==> config.mk <==
export PLATFORM = sky130hd
export DESIGN_NAME = tcc_timer16
export DESIGN_NICKNAME = d
export VERILOG_FILES = /design/src/verilog/tcc_pkg.sv /design/src/verilog/tcc_timer16.sv
export SDC_FILE = /design/constraint.sdc
export NUM_CORES = 1
export LEC_CHECK = 0
export ABC_AREA = 1
export BUFFER_PORTS_ARGS = -buffer_cell sky130_fd_sc_hd__buf_2
export CORE_AREA = 2 2 122 124
export CTS_CLUSTER_DIAMETER = 150
export CTS_CLUSTER_SIZE = 30
export DETAILED_ROUTE_END_ITERATION = 16
export DIE_AREA = 0 0 124 126
export PLACE_DENSITY = 0.72
export REMOVE_ABC_BUFFERS = 1
export SYNTH_ARGS = -nofsm -noshare
export SYNTH_HDL_FRONTEND = slang
export SYNTH_SLANG_ARGS = --single-unit
==> constraint.sdc <==
create_clock -name clk -period 4.1 [get_ports clk]
set_clock_uncertainty 0.2 [all_clocks]
set_input_delay 0 -clock clk [delete_from_list [all_inputs] [get_ports clk]]
set_output_delay 0 -clock clk [all_outputs]
set_load 0.05 [all_outputs]
==> src/verilog/tcc_pkg.sv <==
package tcc_pkg;

  // ----------------------------------------------------------------
  // register offsets
  // ----------------------------------------------------------------
  localparam logic [7:0] TCC_ADDR_CAPT_LOW  = 8'h26;
  localparam logic [7:0] TCC_ADDR_CAPT_HIGH = 8'h27;
  localparam logic [7:0] TCC_ADDR_CMPB_LOW  = 8'h28;
  localparam logic [7:0] TCC_ADDR_CMPB_HIGH = 8'h29;
  localparam logic [7:0] TCC_ADDR_CMPA_LOW  = 8'h2A;
  localparam logic [7:0] TCC_ADDR_CMPA_HIGH = 8'h2B;
  localparam logic [7:0] TCC_ADDR_CNT_LOW   = 8'h2C;
  localparam logic [7:0] TCC_ADDR_CNT_HIGH  = 8'h2D;
  localparam logic [7:0] TCC_ADDR_CTRL_B    = 8'h2E;
  localparam logic [7:0] TCC_ADDR_CTRL_A    = 8'h2F;
  localparam logic [7:0] TCC_ADDR_PORT_DATA = 8'h30;
  localparam logic [7:0] TCC_ADDR_FLAGS     = 8'h31;

  // ----------------------------------------------------------------
  // field layout and reset values
  // ----------------------------------------------------------------
  localparam int         TCC_CTC_BIT        = 3;
  localparam int         TCC_PORT_BIT_FIVE  = 5;
  localparam int         TCC_PORT_BIT_FOUR  = 4;
  localparam logic [7:0] TCC_CTRL_B_MASK    = 8'hCF;
  localparam logic [7:0] TCC_CTRL_A_MASK    = 8'hF3;
  localparam logic [7:0] TCC_BYTE_RESET     = 8'h00;
  localparam logic [15:0] TCC_WORD_RESET    = 16'h0000;
  localparam int         TCC_PRESC_W        = 10;

  // ----------------------------------------------------------------
  // pwm top values
  // ----------------------------------------------------------------
  localparam logic [15:0] TCC_TOP_8BIT      = 16'h00FF;
  localparam logic [15:0] TCC_TOP_9BIT      = 16'h01FF;
  localparam logic [15:0] TCC_TOP_10BIT     = 16'h03FF;

  // ----------------------------------------------------------------
  // types
  // ----------------------------------------------------------------
  typedef enum logic [2:0] {
    TCC_CS_STOP = 3'h0, TCC_CS_SYS = 3'h1, TCC_CS_DIV8 = 3'h2, TCC_CS_DIV64 = 3'h3,
    TCC_CS_DIV256 = 3'h4, TCC_CS_DIV1024 = 3'h5, TCC_CS_EXT_FALL = 3'h6,
    TCC_CS_EXT_RISE = 3'h7
  } tcc_clk_sel_t;

  typedef enum logic [1:0] {
    TCC_COM_OFF = 2'h0, TCC_COM_TOGGLE = 2'h1, TCC_COM_CLEAR = 2'h2, TCC_COM_SET = 2'h3
  } tcc_com_t;

  typedef enum logic [1:0] {
    TCC_DIR_UP   = 2'b01,
    TCC_DIR_DOWN = 2'b10
  } tcc_dir_t;

  typedef struct packed {
    logic [7:0] addr;
    logic [7:0] wdata;
    logic       wr;
    logic       rd;
  } tcc_bus_req_t;

  typedef struct packed {
    logic [1:0] value;
    logic [1:0] connected;
  } tcc_pin_out_t;

endpackage : tcc_pkg

==> src/verilog/tcc_timer16.sv <==
`timescale 1ns/1ps

// Overview of operation
// control b bits 5 and 4 always read as zero.
// with clear-on-match set, counter goes to zero one cycle after compare a match.
// with clear-on-match off, compare matches never disturb the counter.
// match seen one clock late; divide-by-8 shows c+1 once, then zero.
// clear-on-match is ignored while pwm mode is active.
// clock select: stop, clk, /8, /64, /256, /1024, pin fall, pin rise.
// software makes the external count pin an input before pin modes.
// 16-bit counter, byte-wise read/write, resets to zero.
// one 8-bit staging latch shared by counter, compares and capture.
// software masks interrupts around shared-latch accesses in main code.
// counter high write goes to latch; low write loads all 16 bits.
// counter low read returns low, latches high; high read returns latch.
// software writes high first, reads low first.
// counts up normally, up then down in pwm mode.
// after a preset, counting resumes from written value next timer tick.
// two 16-bit compare registers continuously compared with the counter.
// only counting into the compare value matches, never a software write.
// compare flag sets in the clock after the compare event.
// port data bits five and four write the two compare output values.
// compare high write goes to latch; low write moves latch in together.
// outside pwm, mode 00 off, 01 toggle, 10 clear, 11 set on match.
// counter steps once per enabled tick or edge, never when stopped.
module tcc_timer16 (
  // clock and reset
  input  wire logic                clk,
  input  wire logic                rst,
  // register port
  input  wire tcc_pkg::tcc_bus_req_t bus_req,
  output      logic [7:0]          rd_data,
  // pins and capture value
  input  wire logic                external_count_pin,
  input  wire logic [15:0]         capture_value,
  output      tcc_pkg::tcc_pin_out_t pin_out,
  // compare flags
  output      logic [1:0]          compare_flags
);
  import tcc_pkg::*;

  // ----------------------------------------------------------------
  // state
  // ----------------------------------------------------------------
  logic [15:0]            cnt_reg;
  logic [15:0]            cmp_reg [0:1];
  logic [15:0]            cmp_buf_reg [0:1];
  logic [7:0]             temp_reg;
  logic [7:0]             ctrl_a_reg;
  logic [7:0]             ctrl_b_reg;
  logic [TCC_PRESC_W-1:0] presc_reg;
  logic                   ext_sync1_reg;
  logic                   ext_sync2_reg;
  logic                   ext_prev_reg;
  logic                   arrived_reg;
  logic [1:0]             match_pend_reg;
  logic [1:0]             flag_reg;
  logic [1:0]             oc_reg;
  tcc_dir_t               dir_reg;
  logic [7:0]             rd_data_reg;

  logic                   tick;
  logic                   pwm_on;
  logic [15:0]            top;
  logic                   step_up;
  logic [15:0]            cnt_step;
  logic                   clear_now;
  logic                   at_top;
  logic [1:0]             match_now;
  logic                   wr_cnt_low;
  logic                   wr_any_cmp_low;
  tcc_clk_sel_t           clk_sel;

  // ----------------------------------------------------------------
  // decode
  // ----------------------------------------------------------------
  assign clk_sel        = tcc_clk_sel_t'(ctrl_b_reg[2:0]);
  assign pwm_on         = (ctrl_a_reg[1:0] != 2'h0);
  assign wr_cnt_low     = bus_req.wr && (bus_req.addr == TCC_ADDR_CNT_LOW);
  assign wr_any_cmp_low = bus_req.wr && ((bus_req.addr == TCC_ADDR_CMPA_LOW) ||
                                         (bus_req.addr == TCC_ADDR_CMPB_LOW));

  always_comb begin
    case (ctrl_a_reg[1:0])
      2'h1:    top = TCC_TOP_8BIT;
      2'h2:    top = TCC_TOP_9BIT;
      default: top = TCC_TOP_10BIT;
    endcase
  end

  // ----------------------------------------------------------------
  // prescaler and external pin
  // ----------------------------------------------------------------
  always_ff @(posedge clk or posedge rst) begin
    if (rst) begin
      presc_reg <= '0;
    end else begin
      presc_reg <= presc_reg + 1'b1;
    end
  end

  always_ff @(posedge clk or posedge rst) begin
    if (rst) begin
      ext_sync1_reg <= 1'b0;
      ext_sync2_reg <= 1'b0;
      ext_prev_reg  <= 1'b0;
    end else begin
      ext_sync1_reg <= external_count_pin;
      ext_sync2_reg <= ext_sync1_reg;
      ext_prev_reg  <= ext_sync2_reg;
    end
  end

  always_comb begin
    case (clk_sel)
      TCC_CS_STOP:     tick = 1'b0;
      TCC_CS_SYS:      tick = 1'b1;
      TCC_CS_DIV8:     tick = &presc_reg[2:0];
      TCC_CS_DIV64:    tick = &presc_reg[5:0];
      TCC_CS_DIV256:   tick = &presc_reg[7:0];
      TCC_CS_DIV1024:  tick = &presc_reg[9:0];
      TCC_CS_EXT_FALL: tick = ext_prev_reg && !ext_sync2_reg;
      TCC_CS_EXT_RISE: tick = !ext_prev_reg && ext_sync2_reg;
      default:         tick = 1'b0;
    endcase
  end

  // ----------------------------------------------------------------
  // counter
  // ----------------------------------------------------------------
  always_comb begin
    if (!pwm_on) begin
      step_up = 1'b1;
    end else if (dir_reg == TCC_DIR_UP) begin
      step_up = (cnt_reg < top);
    end else begin
      step_up = (cnt_reg == TCC_WORD_RESET);
    end
    cnt_step = step_up ? 16'(cnt_reg + 16'h0001) : 16'(cnt_reg - 16'h0001);
  end

  assign clear_now = match_pend_reg[0] && ctrl_b_reg[TCC_CTC_BIT] && !pwm_on;
  assign at_top    = pwm_on && tick && (cnt_reg == top);

  always_ff @(posedge clk or posedge rst) begin
    if (rst) begin
      cnt_reg <= TCC_WORD_RESET;
    end else if (wr_cnt_low) begin
      cnt_reg <= {temp_reg, bus_req.wdata};
    end else if (clear_now) begin
      cnt_reg <= TCC_WORD_RESET;
    end else if (tick) begin
      cnt_reg <= cnt_step;
    end
  end

  always_ff @(posedge clk or posedge rst) begin
    if (rst) begin
      dir_reg <= TCC_DIR_UP;
    end else if (!pwm_on) begin
      dir_reg <= TCC_DIR_UP;
    end else if (tick) begin
      case (dir_reg)
        TCC_DIR_UP:   dir_reg <= step_up ? TCC_DIR_UP : TCC_DIR_DOWN;
        TCC_DIR_DOWN: dir_reg <= step_up ? TCC_DIR_UP : TCC_DIR_DOWN;
        default:      dir_reg <= TCC_DIR_UP;
      endcase
    end
  end

  // counter value reached by counting, not by a write
  always_ff @(posedge clk or posedge rst) begin
    if (rst) begin
      arrived_reg <= 1'b0;
    end else if (wr_cnt_low || wr_any_cmp_low) begin
      arrived_reg <= 1'b0;
    end else if (tick || clear_now) begin
      arrived_reg <= 1'b1;
    end
  end

  // ----------------------------------------------------------------
  // staging latch
  // ----------------------------------------------------------------
  always_ff @(posedge clk or posedge rst) begin
    if (rst) begin
      temp_reg <= TCC_BYTE_RESET;
    end else if (bus_req.wr && ((bus_req.addr == TCC_ADDR_CNT_HIGH) ||
                                (bus_req.addr == TCC_ADDR_CMPA_HIGH) ||
                                (bus_req.addr == TCC_ADDR_CMPB_HIGH))) begin
      temp_reg <= bus_req.wdata;
    end else if (bus_req.rd && (bus_req.addr == TCC_ADDR_CNT_LOW)) begin
      temp_reg <= cnt_reg[15:8];
    end else if (bus_req.rd && (bus_req.addr == TCC_ADDR_CAPT_LOW)) begin
      temp_reg <= capture_value[15:8];
    end
  end

  // ----------------------------------------------------------------
  // control registers
  // ----------------------------------------------------------------
  always_ff @(posedge clk or posedge rst) begin
    if (rst) begin
      ctrl_b_reg <= TCC_BYTE_RESET;
    end else if (bus_req.wr && (bus_req.addr == TCC_ADDR_CTRL_B)) begin
      ctrl_b_reg <= bus_req.wdata & TCC_CTRL_B_MASK;
    end
  end

  always_ff @(posedge clk or posedge rst) begin
    if (rst) begin
      ctrl_a_reg <= TCC_BYTE_RESET;
    end else if (bus_req.wr && (bus_req.addr == TCC_ADDR_CTRL_A)) begin
      ctrl_a_reg <= bus_req.wdata & TCC_CTRL_A_MASK;
    end
  end

  // ----------------------------------------------------------------
  // compare channels, index 0 is a, index 1 is b
  // ----------------------------------------------------------------
  genvar i;
  generate
    for (i = 0; i < 2; i++) begin : g_cmp
      logic [7:0] low_addr;
      logic [1:0] com;
      logic       port_bit;
      logic       wr_low;

      assign low_addr = (i == 0) ? TCC_ADDR_CMPA_LOW : TCC_ADDR_CMPB_LOW;
      assign com      = (i == 0) ? ctrl_a_reg[7:6] : ctrl_a_reg[5:4];
      assign port_bit = (i == 0) ? bus_req.wdata[TCC_PORT_BIT_FIVE]
                                 : bus_req.wdata[TCC_PORT_BIT_FOUR];
      assign wr_low   = bus_req.wr && (bus_req.addr == low_addr);

      // written value; in pwm it waits here until top
      always_ff @(posedge clk or posedge rst) begin
        if (rst) begin
          cmp_buf_reg[i] <= TCC_WORD_RESET;
        end else if (wr_low) begin
          cmp_buf_reg[i] <= {temp_reg, bus_req.wdata};
        end
      end

      always_ff @(posedge clk or posedge rst) begin
        if (rst) begin
          cmp_reg[i] <= TCC_WORD_RESET;
        end else if (wr_low && !pwm_on) begin
          cmp_reg[i] <= {temp_reg, bus_req.wdata};
        end else if (at_top) begin
          cmp_reg[i] <= cmp_buf_reg[i];
        end
      end

      assign match_now[i] = tick && arrived_reg && (cnt_reg == cmp_reg[i]);

      always_ff @(posedge clk or posedge rst) begin
        if (rst) begin
          match_pend_reg[i] <= 1'b0;
        end else begin
          match_pend_reg[i] <= match_now[i];
        end
      end

      // set wins over a same-cycle clear
      always_ff @(posedge clk or posedge rst) begin
        if (rst) begin
          flag_reg[i] <= 1'b0;
        end else if (match_pend_reg[i]) begin
          flag_reg[i] <= 1'b1;
        end else if (bus_req.wr && (bus_req.addr == TCC_ADDR_FLAGS) &&
                     bus_req.wdata[i]) begin
          flag_reg[i] <= 1'b0;
        end
      end

      always_ff @(posedge clk or posedge rst) begin
        if (rst) begin
          oc_reg[i] <= 1'b0;
        end else if (match_pend_reg[i] && !pwm_on) begin
          case (tcc_com_t'(com))
            TCC_COM_OFF:    oc_reg[i] <= oc_reg[i];
            TCC_COM_TOGGLE: oc_reg[i] <= !oc_reg[i];
            TCC_COM_CLEAR:  oc_reg[i] <= 1'b0;
            TCC_COM_SET:    oc_reg[i] <= 1'b1;
            default:        oc_reg[i] <= oc_reg[i];
          endcase
        end else if (match_pend_reg[i] && com[1]) begin
          oc_reg[i] <= com[0] ^ (dir_reg == TCC_DIR_DOWN);
        end else if (bus_req.wr && (bus_req.addr == TCC_ADDR_PORT_DATA)) begin
          oc_reg[i] <= port_bit;
        end
      end

      assign pin_out.connected[i] = pwm_on ? com[1] : (com != 2'h0);
    end
  endgenerate

  assign pin_out.value = oc_reg;
  assign compare_flags = flag_reg;

  // ----------------------------------------------------------------
  // read port
  // ----------------------------------------------------------------
  always_ff @(posedge clk or posedge rst) begin
    if (rst) begin
      rd_data_reg <= TCC_BYTE_RESET;
    end else if (!bus_req.rd) begin
      rd_data_reg <= TCC_BYTE_RESET;
    end else begin
      case (bus_req.addr)
        TCC_ADDR_CAPT_LOW:  rd_data_reg <= capture_value[7:0];
        TCC_ADDR_CAPT_HIGH: rd_data_reg <= temp_reg;
        TCC_ADDR_CMPB_LOW:  rd_data_reg <= cmp_buf_reg[1][7:0];
        TCC_ADDR_CMPB_HIGH: rd_data_reg <= cmp_buf_reg[1][15:8];
        TCC_ADDR_CMPA_LOW:  rd_data_reg <= cmp_buf_reg[0][7:0];
        TCC_ADDR_CMPA_HIGH: rd_data_reg <= cmp_buf_reg[0][15:8];
        TCC_ADDR_CNT_LOW:   rd_data_reg <= cnt_reg[7:0];
        TCC_ADDR_CNT_HIGH:  rd_data_reg <= temp_reg;
        TCC_ADDR_CTRL_B:    rd_data_reg <= ctrl_b_reg & TCC_CTRL_B_MASK;
        TCC_ADDR_CTRL_A:    rd_data_reg <= ctrl_a_reg;
        TCC_ADDR_PORT_DATA: rd_data_reg <= {2'h0, oc_reg[0], oc_reg[1], 4'h0};
        TCC_ADDR_FLAGS:     rd_data_reg <= {6'h00, flag_reg};
        default:            rd_data_reg <= TCC_BYTE_RESET;
      endcase
    end
  end

  assign rd_data = rd_data_reg;

endmodule : tcc_timer16

==> impl_metrics.ini <==
[synthesis]
synth-seq-cells = 130
yosysSeqAreaShare_pct = 42.4
yosysTopAreaCell = dfrtp_1
synth_area_um2 = 7680
synth_warnings = 0
synth.distinct_cells = 49
synth.top_cell.area_share_pct = 42.0
async_flop_share_pct = 100
synthCells = 993
synth_area_leaders = dfrtp_1, nand2_1, inv_1
synth-main-ff-cell = dfrtp_1
synth_edf_count = 0
avgSynthCellArea_um2 = 7.73
synthTopCellsByCount = nand2_1, dfrtp_1, inv_1
synth_most_common_cell = nand2_1

[min_path]
hp-class = in2reg

[timing]
finalHoldViolCount = 0
period_minus_slack_ns = 3.77
relSlewSlack_pct = 33.7
drv_slew = 0
finalSetupTns_ns = 0
finalSetupViolCount = 0
rsz0062_at_grt = false
fmax_ghz = 0.265
worstMarginPinSlew_ns = 0.994
finalCritPeriodShare_pct = 92.0

[detailed_routing]
viasPerCell = 5.74
antenna_left = 0
drc_errors = 0
wire_per_inst_um = 18.9
vias = 7370
totalWireLength_um = 24200
drtIter0Drc = 807
dr.pass1.iters = 6

[die]
io_pins = 51
start_util_pct = 53.6
die_w_um = 124
core_area_um2 = 14300
rows = 44
dieArea_um2 = 15600
die_h_um = 126

[global_route]
grt_start_max_net_pins = 107
grt_usage_pct = 32.5
grt_antenna_before_repair = 0
grt_pass1_vias = 6936
grt_pass1_wl_um = 38000
grt_remaining_overflow = 0

[placement]
port_buffers = 50
placed_cell_area_um2 = 8090
hpwl_um = 17400
gp_congestion = 0.966

[layout]
fillers = 1281
area_growth_pct = 18.1
layout.nets = 1147
final_area_um2 = 9070
n_antenna_cell = 0
drive_gt1_share_pct = 11.5

[clock_tree]
clk_latency_ns = 0.42
cts_tree = yes
root_buffer = clkbuf_16
cts.sinks = 130
path_clk_slew_ns = 0.06
cts_buffers = 17
cts_buffer_depth = 2
h-tree-depth = 4

[power_and_ir_drop]
ir_worst_vdd_mv = 0.281
p_leak_uw = 0.00454
power_density_nw_per_um2 = 480

[critical_path]
cp.arrival_ns = 3.88
crit_type = reg2reg
ff2ff_setup_slack_ns = 0.33
cp.required_ns = 4.21
slowest_stage = dfrtp_1
end_kind = register
max_stage_delay_ns = 0.36
critPathLaunchType = register
crit_chain = inv_1, ha_1, ha_1, nand2_1, nand3_1, nor2_1, nand2_1, nand3_1, clkinvlp_4, buf_4, ha_1, nand2_1, inv_1, a21oi_1, nand2_1, a21oi_1, xor2_1, nor2_1, nor2_1, nor2_1
crit_fanout = 11

[job]
cap_violations = 0

[outcome]
status = finished, final reports clean
## stage by stage
stage	utilization (%)	hold WS [ns]	worst slack (ns)	cells	total power, uW
final	63.4	0.0696	0.330	1284	4350
after global routing	63.4	0.0479	0.0343	1284	4560
after CTS	63.1	0.000897	0.339	1279	4310
after detailed placement	56.5	-0.0903	0.370	1209	2790
after global placement	56.5	-0.0900	0.450	1209	2780
after floorplan	-	-0.169	0.432	964	2370
## logic make-up after synthesis
group | share of synthesized area [%]
compound gates | 15.5
xor+xnor | 4.33
fa+ha+maj | 3.85
buf+inv | 7.82
flops | 42.4
simple gates | 26.1
## layout make-up
type	instances	area [um2]	share of cell area, %
tap	184	230	2.54
sequential	130	3250	35.9
multi-input combinational	718	3820	42.2
clock buffer	26	479	5.28
clock inverter	6	83.8	0.924
timing repair buffer	104	751	8.28
inverter	116	449	4.95
## power breakdown
part	total (uW)	switching, uW	internal (uW)
Clock	1480	559	925
Sequential	1660	246	1410
Combinational	1210	758	451
Total	4350	1560	2790
## timing repair
item / in CTS / in global routing
resized for setup: 0 / 1
hold buffers: 38 / 0
setup endpoints to repair: 0 / 4
hold endpoints to repair: 170 / 0
buffers inserted: 0 / 5
## critical path: cells and delay by family, from the launching register on
kind	cells	cell delay (ns)
compound gates	2	0.32
xor+xnor	1	0.19
fa+ha+maj	3	0.90
buf+inv	4	0.62
flops	1	0.36
simple gates	10	1.04
## cell usage in the layout (no fill, tap or decap), drive strengths merged, types with 26 or more instances in the layout
cell type	n
nand2	286
o21ai	89
dlygate4sd3	38
a21oi	41
dfrtp	129
nand3	61
xor2	32
clkbuf	26
inv	115
nor2	71
buf	66
## worst paths after layout
kind,start,end,depth (start not counted)
max,ctrl_a_reg[0],cnt_reg[11],20
min,external_count_pin,ext_sync1_reg,2
max reg2reg,ctrl_a_reg[0],cnt_reg[11],20
min reg2reg,ext_sync1_reg,ext_sync2_reg,0
max in group asynchronous,rst,cnt_reg[11],4
min in group asynchronous,rst,rd_data[0],3
## metal layers
| layer | part of all wire [%] | global-route usage (%) |
|---|---|---|
| met1 | 42 | 46.2 |
| met2 | 45 | 48.3 |
| met3 | 9.7 | 7.34 |
| met4 | 3.5 | 13.0 |
| met5 | 0 | 0 |
Power figures use the tool's default switching activity.
